File: config.mk
export PLATFORM = sky130hd
export DESIGN_NAME = cspr_regs
export DESIGN_NICKNAME = d
export VERILOG_FILES = /design/src/logic/cspr_regs.v
export VERILOG_INCLUDE_DIRS = /design/src /design/src/common
export SDC_FILE = /design/constraint.sdc
export NUM_CORES = 1
export LEC_CHECK = 0
export BUFFER_PORTS_ARGS = -buffer_cell sky130_fd_sc_hd__buf_4
export CORE_MARGIN = 5
export CORE_UTILIZATION = 45
export DETAILED_ROUTE_END_ITERATION = 7
export PLACE_DENSITY = 0.72
export SYNTH_ARGS = -nofsm -noshare
export SYNTH_HDL_FRONTEND = slang
export SYNTH_SLANG_ARGS = --single-unit
File: constraint.sdc
create_clock -name pclk -period 2 [get_ports pclk]
set_clock_uncertainty 0.1 [all_clocks]
set_input_delay 0.1 -clock pclk [delete_from_list [all_inputs] [get_ports pclk]]
set_output_delay 0.1 -clock pclk [all_outputs]
set_load 0.005 [all_outputs]
File: src/common/cspr_defines.vh
// Purpose: constants for the core status, port and control register group
// Assumes: register index times four is the apb byte address
// Notes:   definitions only
`ifndef CSPR_DEFINES_VH
`define CSPR_DEFINES_VH

// ----------------------------------------
// register indexes
// ----------------------------------------
`define CSPR_IDX_STATUS      6'h03
`define CSPR_IDX_POINTER     6'h04
`define CSPR_IDX_PORT_A      6'h05
`define CSPR_IDX_PORT_B      6'h06
`define CSPR_IDX_POWER       6'h08
`define CSPR_IDX_WAKEUP      6'h09
`define CSPR_IDX_PC_HIGH_BUFFER      6'h0a
`define CSPR_IDX_PULLDOWN    6'h0b
`define CSPR_IDX_PB_PULLUP   6'h0c

// ----------------------------------------
// status field positions
// ----------------------------------------
`define CSPR_ST_CARRY        0
`define CSPR_ST_HALF_CARRY   1
`define CSPR_ST_ZERO         2
`define CSPR_ST_PD_N         3
`define CSPR_ST_TO_N         4
`define CSPR_ST_SPARE        5
`define CSPR_ST_BANK_LO      6
`define CSPR_ST_BANK_HI      7

// ----------------------------------------
// power control field positions
// ----------------------------------------
`define CSPR_PC_WDT_EN       7
`define CSPR_PC_LVD_EN       5
`define CSPR_PC_PA5_PU_N     4
`define CSPR_PC_LVR_EN       3

// ----------------------------------------
// pc high buffer field positions
// ----------------------------------------
`define CSPR_PCH_XSPD_STOP   6

// ----------------------------------------
// reset values
// ----------------------------------------
`define CSPR_RST_STATUS      8'h18
`define CSPR_RST_POINTER     8'h00
`define CSPR_RST_PORT        8'h00
`define CSPR_RST_POWER       8'h98
`define CSPR_RST_WAKEUP      6'h3f
`define CSPR_RST_PC_HOLD     3'h0
`define CSPR_RST_PULLDOWN    8'hff
`define CSPR_RST_PB_PULLUP   6'h3f

`endif

File: src/logic/cspr_regs.v
// Purpose: core status, pointer, port data and power/pull control registers
// Assumes: core events and directions arrive on pclk; pins are asynchronous
// Notes:   apb slave with one wait state; all outputs registered
`timescale 1ns/1ps
`include "cspr_defines.vh"

// Overview of operation
// - carry set on add carry-out, on subtract when no borrow, else cleared.
// - half carry set on low-nibble carry, or no low-nibble borrow on subtract.
// - zero flag set when logical result is zero, cleared otherwise.
// - power-down flag set at reset and clear-watchdog, cleared by sleep.
// - timeout flag set at reset, clear-watchdog or sleep, cleared on timeout.
// - status bits 7:6 select one of four data banks, reset 00.
// - seven pointer bits select one of 128 locations in the bank.
// - status bit 5 and pointer bit 7 are plain storage, reset 0.
// - port read returns live pin level for input bits.
// - output bits read pin or latch per readback option.
// - port A write stores all eight latch bits.
// - port B write stores bits 5 to 0 into latches.
// - port B bits 7 and 6 are plain storage bits.
// - power bits 7, 5, 3 enable watchdog, voltage detect, voltage reset.
// - power bit 4 is active-low pull-up for port A bit 5, reset 1.
// - power bits 6, 2, 1, 0 are plain storage, reset 0.
// - wake-up bits 5 to 0 enable port B pin wake-up, reset 1.
// - pc high buffer bits 2:0 are write-only holding, reset 000.
// - writing 1 to buffer bit 6 stops crystal speed-up; write-only.
// - pull-down bits 3:0 are active-low port A pull-downs, reset 1.
// - pull-down bits 7:4 are active-low port B pull-downs, reset 1.
// - port B pull-up bits 5:0 are active low, reset 1.
// - pc bits 10:8 load from the buffer only when low pc byte changes.
// - bank bits ignored for special page direct accesses; indirect address keeps them.
module cspr_regs (
    // clock and reset
    input  wire        pclk,
    input  wire        presetn,
    // apb slave
    input  wire        psel,
    input  wire        penable,
    input  wire        pwrite,
    input  wire [7:0]  paddr,
    input  wire [31:0] pwdata,
    output reg  [31:0] prdata,
    output reg         pready,
    output reg         pslverr,
    // core events
    input  wire        alu_add_valid,
    input  wire        alu_sub_valid,
    input  wire [7:0]  alu_opa,
    input  wire [7:0]  alu_opb,
    input  wire        logic_valid,
    input  wire [7:0]  logic_result,
    input  wire        clrwdt_exec,
    input  wire        sleep_exec,
    input  wire        wdt_timeout,
    input  wire        pcl_changed,
    input  wire        special_page_access,
    input  wire [6:0]  direct_addr_low,
    // port configuration
    input  wire [7:0]  port_a_is_output,
    input  wire [5:0]  port_b_is_output,
    input  wire        output_readback_option,
    // pins
    input  wire [7:0]  port_a_pin_in,
    input  wire [5:0]  port_b_pin_in,
    output reg  [7:0]  port_a_out,
    output reg  [7:0]  port_a_oe_n,
    output reg  [5:0]  port_b_out,
    output reg  [5:0]  port_b_oe_n,
    // control outputs
    output reg  [1:0]  bank_select,
    output reg  [8:0]  indirect_address,
    output reg  [8:0]  data_address,
    output reg  [2:0]  pc_high,
    output reg         watchdog_enable,
    output reg         low_voltage_detect_enable,
    output reg         low_voltage_reset_enable,
    output reg         pa5_pullup_n,
    output reg  [5:0]  port_b_data_wakeup_enable_bits,
    output reg  [3:0]  port_a_data_pulldown_n,
    output reg  [3:0]  port_b_data_pulldown_n,
    output reg  [5:0]  port_b_data_pullup_n,
    output reg         crystal_speedup_stop
);

    // ----------------------------------------
    // storage
    // ----------------------------------------
    reg  [7:0] status;
    reg  [7:0] pointer;
    reg  [7:0] port_a_latch;
    reg  [7:0] port_b_latch;
    reg  [7:0] power_control;
    reg  [5:0] wakeup;
    reg  [2:0] pc_high_hold;
    reg  [7:0] pull_down;
    reg  [5:0] pb_pullup;
    reg  [7:0] pa_meta;
    reg  [7:0] pa_sync;
    reg  [5:0] pb_meta;
    reg  [5:0] pb_sync;

    reg  [7:0] next_status;
    reg  [7:0] rd_value;
    reg        rd_hit;
    reg  [8:0] sum9;
    reg  [4:0] sum5;

    wire       access = psel & penable & ~pready;
    wire       wr_en  = psel & penable & pready & pwrite;
    wire [5:0] index  = paddr[7:2];
    wire [1:0] bank_bits = status[`CSPR_ST_BANK_HI:`CSPR_ST_BANK_LO];
    wire [7:0] wbyte  = pwdata[7:0];

    // pin or latch per bit for one port
    function [7:0] port_read;
        input [7:0] pin;
        input [7:0] latch;
        input [7:0] is_out;
        input       opt;
        begin
            port_read = (is_out & (opt ? latch : pin)) | (~is_out & pin);
        end
    endfunction

    // bank bits sit above a seven-bit in-bank address
    function [8:0] bank_join;
        input [1:0] bank;
        input [6:0] low;
        begin
            bank_join = {bank, low};
        end
    endfunction

    // ----------------------------------------
    // pin synchronisers
    // ----------------------------------------
    // only the second stage is read, so reads see pins two edges late
    always @(posedge pclk or negedge presetn) begin
        if (!presetn) begin
            pa_meta <= 8'h00;
            pa_sync <= 8'h00;
            pb_meta <= 6'h00;
            pb_sync <= 6'h00;
        end else begin
            pa_meta <= port_a_pin_in;
            pa_sync <= pa_meta;
            pb_meta <= port_b_pin_in;
            pb_sync <= pb_meta;
        end
    end

    // ----------------------------------------
    // status next value
    // ----------------------------------------
    // core events are applied after the bus write so a hardware set
    // in the same cycle as a software clear is never lost
    always @* begin
        next_status = status;
        sum9 = 9'h000;
        sum5 = 5'h00;
        if (wr_en && index == `CSPR_IDX_STATUS) begin
            next_status = wbyte;
        end
        if (alu_add_valid) begin
            sum9 = {1'b0, alu_opa} + {1'b0, alu_opb};
            sum5 = {1'b0, alu_opa[3:0]} + {1'b0, alu_opb[3:0]};
        end else if (alu_sub_valid) begin
            // a - b as a + ~b + 1: carry out means no borrow
            sum9 = {1'b0, alu_opa} + {1'b0, ~alu_opb} + 9'h001;
            sum5 = {1'b0, alu_opa[3:0]} + {1'b0, ~alu_opb[3:0]} + 5'h01;
        end
        if (alu_add_valid || alu_sub_valid) begin
            next_status[`CSPR_ST_CARRY]      = sum9[8];
            next_status[`CSPR_ST_HALF_CARRY] = sum5[4];
        end
        if (logic_valid) begin
            next_status[`CSPR_ST_ZERO] = (logic_result == 8'h00);
        end
        if (sleep_exec) begin
            next_status[`CSPR_ST_PD_N] = 1'b0;
            next_status[`CSPR_ST_TO_N] = 1'b1;
        end
        if (clrwdt_exec) begin
            next_status[`CSPR_ST_PD_N] = 1'b1;
            next_status[`CSPR_ST_TO_N] = 1'b1;
        end
        if (wdt_timeout) begin
            next_status[`CSPR_ST_TO_N] = 1'b0;
        end
    end

    // ----------------------------------------
    // register writes
    // ----------------------------------------
    always @(posedge pclk or negedge presetn) begin
        if (!presetn) begin
            status        <= `CSPR_RST_STATUS;
            pointer       <= `CSPR_RST_POINTER;
            port_a_latch  <= `CSPR_RST_PORT;
            port_b_latch  <= `CSPR_RST_PORT;
            power_control <= `CSPR_RST_POWER;
            wakeup        <= `CSPR_RST_WAKEUP;
            pc_high_hold  <= `CSPR_RST_PC_HOLD;
            pull_down     <= `CSPR_RST_PULLDOWN;
            pb_pullup     <= `CSPR_RST_PB_PULLUP;
            crystal_speedup_stop <= 1'b0;
        end else begin
            status <= next_status;
            crystal_speedup_stop <= 1'b0;
            if (wr_en) begin
                case (index)
                    `CSPR_IDX_POINTER: begin
                        pointer <= wbyte;
                    end
                    `CSPR_IDX_PORT_A: begin
                        port_a_latch <= wbyte;
                    end
                    `CSPR_IDX_PORT_B: begin
                        port_b_latch <= wbyte;
                    end
                    `CSPR_IDX_POWER: begin
                        power_control <= wbyte;
                    end
                    `CSPR_IDX_WAKEUP: begin
                        wakeup <= wbyte[5:0];
                    end
                    `CSPR_IDX_PC_HIGH_BUFFER: begin
                        pc_high_hold <= wbyte[2:0];
                        // one-cycle stop pulse, nothing held to read back
                        crystal_speedup_stop <= wbyte[`CSPR_PCH_XSPD_STOP];
                    end
                    `CSPR_IDX_PULLDOWN: begin
                        pull_down <= wbyte;
                    end
                    `CSPR_IDX_PB_PULLUP: begin
                        pb_pullup <= wbyte[5:0];
                    end
                    default: begin
                        pointer <= pointer;
                    end
                endcase
            end
        end
    end

    // ----------------------------------------
    // read decode
    // ----------------------------------------
    always @* begin
        rd_value = 8'h00;
        rd_hit   = 1'b1;
        case (index)
            `CSPR_IDX_STATUS:    rd_value = status;
            `CSPR_IDX_POINTER:   rd_value = pointer;
            `CSPR_IDX_PORT_A: begin
                rd_value = port_read(pa_sync, port_a_latch, port_a_is_output,
                                     output_readback_option);
            end
            `CSPR_IDX_PORT_B: begin
                // bits 7:6 have no pin, they read their stored value
                rd_value = port_read({2'b00, pb_sync}, {2'b00, port_b_latch[5:0]},
                                     {2'b00, port_b_is_output},
                                     output_readback_option);
                rd_value[7:6] = port_b_latch[7:6];
            end
            `CSPR_IDX_POWER:     rd_value = power_control;
            `CSPR_IDX_WAKEUP:    rd_value = {2'b00, wakeup};
            `CSPR_IDX_PC_HIGH_BUFFER:    rd_value = 8'h00;
            `CSPR_IDX_PULLDOWN:  rd_value = pull_down;
            `CSPR_IDX_PB_PULLUP: rd_value = {2'b00, pb_pullup};
            default:             rd_hit   = 1'b0;
        endcase
    end

    // ----------------------------------------
    // apb handshake
    // ----------------------------------------
    // one wait state keeps pready, prdata and pslverr all registered
    // prdata keeps its last answer between transfers
    always @(posedge pclk or negedge presetn) begin
        if (!presetn) begin
            pready  <= 1'b0;
            prdata  <= 32'h0000_0000;
            pslverr <= 1'b0;
        end else begin
            pready  <= access;
            pslverr <= access & ~rd_hit;
            if (access && !pwrite) begin
                prdata <= {24'h00_0000, rd_value};
            end else if (access) begin
                prdata <= 32'h0000_0000;
            end
        end
    end

    // ----------------------------------------
    // control and pin outputs
    // ----------------------------------------
    always @(posedge pclk or negedge presetn) begin
        if (!presetn) begin
            port_a_out                <= `CSPR_RST_PORT;
            port_a_oe_n               <= 8'hff;
            port_b_out                <= 6'h00;
            port_b_oe_n               <= 6'h3f;
            bank_select               <= 2'b00;
            indirect_address          <= 9'h000;
            data_address              <= 9'h000;
            pc_high                   <= `CSPR_RST_PC_HOLD;
            watchdog_enable           <= 1'b1;
            low_voltage_detect_enable <= 1'b0;
            low_voltage_reset_enable  <= 1'b1;
            pa5_pullup_n              <= 1'b1;
            port_b_data_wakeup_enable_bits  <= `CSPR_RST_WAKEUP;
            port_a_data_pulldown_n          <= 4'hf;
            port_b_data_pulldown_n          <= 4'hf;
            port_b_data_pullup_n            <= `CSPR_RST_PB_PULLUP;
        end else begin
            port_a_out  <= port_a_latch;
            port_a_oe_n <= ~port_a_is_output;
            port_b_out  <= port_b_latch[5:0];
            port_b_oe_n <= ~port_b_is_output;
            bank_select <= bank_bits;
            indirect_address <= bank_join(bank_bits, pointer[6:0]);
            // special pages carry their own decode, so bank bits drop out
            data_address <= special_page_access ? {2'b00, direct_addr_low}
                          : bank_join(bank_bits, direct_addr_low);
            if (pcl_changed) begin
                pc_high <= pc_high_hold;
            end
            watchdog_enable           <= power_control[`CSPR_PC_WDT_EN];
            low_voltage_detect_enable <= power_control[`CSPR_PC_LVD_EN];
            low_voltage_reset_enable  <= power_control[`CSPR_PC_LVR_EN];
            pa5_pullup_n              <= power_control[`CSPR_PC_PA5_PU_N];
            port_b_data_wakeup_enable_bits  <= wakeup;
            port_a_data_pulldown_n          <= pull_down[3:0];
            port_b_data_pulldown_n          <= pull_down[7:4];
            port_b_data_pullup_n            <= pb_pullup;
        end
    end

endmodule

==> qor.txt <==
worst setup margin: 128 ps
CTS Root Cell: clkbuf_16
Clock Tree Buf Depth: 2
PwrDens: 782 nW/um^2
Placeable Area: 15100 sq um
max reg flops: 9
Slew Limit Fails: 0
Arr. time, crit path: 2070 ps
Synth Register Bits: 175
CTS tree: yes
r2r setup slk: 210 ps
Hold Startpoint: psel
Setup Viol. Count Final: 0
Antenna Nets Post-Route: 0
share of cells above drive strength 1: 45.8%
Clk Latency, worst-skew pair: 430 ps
largest net degree at the start of global routing: 55
Tot GR Track Use: 20.1%
CP Capture Type: register
IO Pins: 223
Antenna diodes: 0
initial antenna violation count: 0
reg2reg path depth: 4
Post-Route WL: 17400 um
kind of critical path: in -> reg
Fin. Hold Viols: 0
FP Rows: 45
setup_tns: 0 ps
vias in the first global route: 5335
worst hold path class: in -> reg
Seq/Total Area, Yosys: 64.9%
most frequent cells in the layout: 187 x buf_4, 113 x dfrtp_1, 62 x dfstp_2
GRT Residual Overflow: 0
Clock Sinks: 175
part of the cycle the worst path needs: 93.6%
Die X: 134 um
peak fanout along the critical path: 9
Max Cap Violations: 0
outcome: completed
dpl hpwl: 12300 um
reg-to-reg startpoint: pready
DRC viols: 0
Req. time, crit path: 2200 ps
Least-Margin Pin Slew: 548 ps
gpl congestion: 0.861
Reg-to-Reg End: pointer[0]
Hold EP: pready
Synthesis Warnings: 0
Post-synth EDFFs: 0
Critical Path Start Type: input pin
P_leak: 4.68 nW
via count: 4803
total CTS buffers: 17
Inst Count DP: 854
Worst-path clk slew: 60 ps
Largest Register: data_address
worst relative slew slack: 62.5%
commonest non-fill, non-tap cell in the layout: buf_4
most common flop cell mapped by yosys: dfrtp_1
synthesized area: 6860 sq um
Max Fclk: 0.534 GHz
synth unique cells: 52
nets@finish: 868
final hold slack: 46.5 ps
ys async rst share: 100%
Die H: 134 um
Place WS: 177 ps
CTS H-tree depth: 4
Synth Instances: 494
drt initial violations: 250
Final Instance Count excl. Fillers: 942
vias per inst: 5.10
drt wl/cell: 18.5 um
worst hold path depth: 4
1st-pass router iterations: 5
RSZ-0062 raised after global routing: false
Min Clock Period, post-route: 1870 ps
number of port buffers: 172
first-pass GRT wire length: 27700 um
Initial Util: 45.5%
Peak VDD IR: 0.000649 V
full die area: 17800 sq um
Syn Area/Cell: 13.9 sq um
Syn-to-layout area delta: 38.2%
kinds of logic (layout without fill, tap and decap cells):
logic type / count (synthesis) / in the layout / share of synthesized area, %
and+or+nand+nor: 103 / 103 / 8.31
other: 1 / 24 / 0.0546
muxes: 72 / 72 / 11.6
adders and majority gates: 14 / 14 / 2.55
buffers and inverters: 67 / 304 / 5.49
AOI/OAI and AO/OA: 62 / 62 / 7.04
DFF: 175 / 175 / 64.9
synth_stat cells, types with 3 or more instances:
| master | instances | area, sq um |
|---|---|---|
| mux2_2 | 52 | 586 |
| buf_2 | 10 | 50.1 |
| and2_1 | 6 | 37.5 |
| nand2_1 | 35 | 131 |
| a21o_1 | 3 | 22.5 |
| o2bb2ai_1 | 6 | 52.6 |
| a21oi_1 | 4 | 20.0 |
| nand4_1 | 4 | 25.0 |
| inv_1 | 26 | 97.6 |
| dfrtp_1 | 113 | 2830 |
| buf_4 | 30 | 225 |
| o21ai_0 | 6 | 30.0 |
| mux2_1 | 10 | 113 |
| a31oi_1 | 4 | 25.0 |
| a2bb2oi_1 | 3 | 26.3 |
| nor2_1 | 11 | 41.3 |
| nand3_1 | 11 | 55.1 |
| a221oi_1 | 10 | 87.6 |
| nor3_1 | 3 | 15.0 |
| mux2i_1 | 10 | 100 |
| nor4_1 | 5 | 31.3 |
| a22oi_1 | 12 | 90.1 |
| ha_1 | 14 | 175 |
| dfstp_2 | 62 | 1630 |
| nor2b_1 | 6 | 37.5 |
| and3_1 | 6 | 37.5 |
repair_timing:
item,in CTS,in global routing
endpoints found under the setup margin,0,2
resized for setup,0,3
endpoints found under the hold margin,236,0
hold buffers,57,0
buffers inserted,0,0
worst max-delay path, cell delays in order:
cell and delay (ps):
dlygate4sd3_1 550, buf_4 170, nor2_1 330, and3_4 320, nand2_4 120, a2111oi_4 360, o21ai_1 120
metal layers:
metal  vias to the layer above  wire length [um]  track usage [%]
li1                       2174                 -                -
met1                      2398              7020             24.4
met2                       202              8710             34.2
met3                        29              1230             5.44
met4                         0               466             7.94
met5                         -                 0                0
where the power goes:
group | internal (mW) | leakage [nW] | switching (mW)
registers | 3.65 | 2.13 | 0.0376
clock network | 1.78 | 0.260 | 1.33
logic | 0.320 | 2.29 | 0.296
per-stage QoR:
step	power, mW	cell area, sq um	util, %
global route	7.70	9490	62.9
detailed placement	4.28	8360	55.4
floorplan	3.94	6950	-
finish	7.42	9490	62.9
global placement	4.26	8360	55.4
CTS	7.48	9490	62.9
worst max path at each step:
stage	from	to	slack, ps	cells past startpoint
final	paddr[4]	status[0]	130	7
after global routing	paddr[4]	status[0]	60	7
after CTS	logic_result[3]	status[2]	50	7
after detailed placement	pready	status[2]	180	4
after global placement	pready	pointer[6]	210	4
after floorplan	pready	status[1]	330	6
area by class of cell:
class / instances / area, sq um
Tap cell: 188 / 235
Fill cell: 1136 / 5600
Multi-Input combinational cell: 275 / 2130
Clock inverter: 9 / 87.6
Timing Repair Buffer: 246 / 2020
Inverter: 26 / 97.6
Sequential cell: 175 / 4460
Clock buffer: 23 / 468
Power figures use the tool's default switching activity.
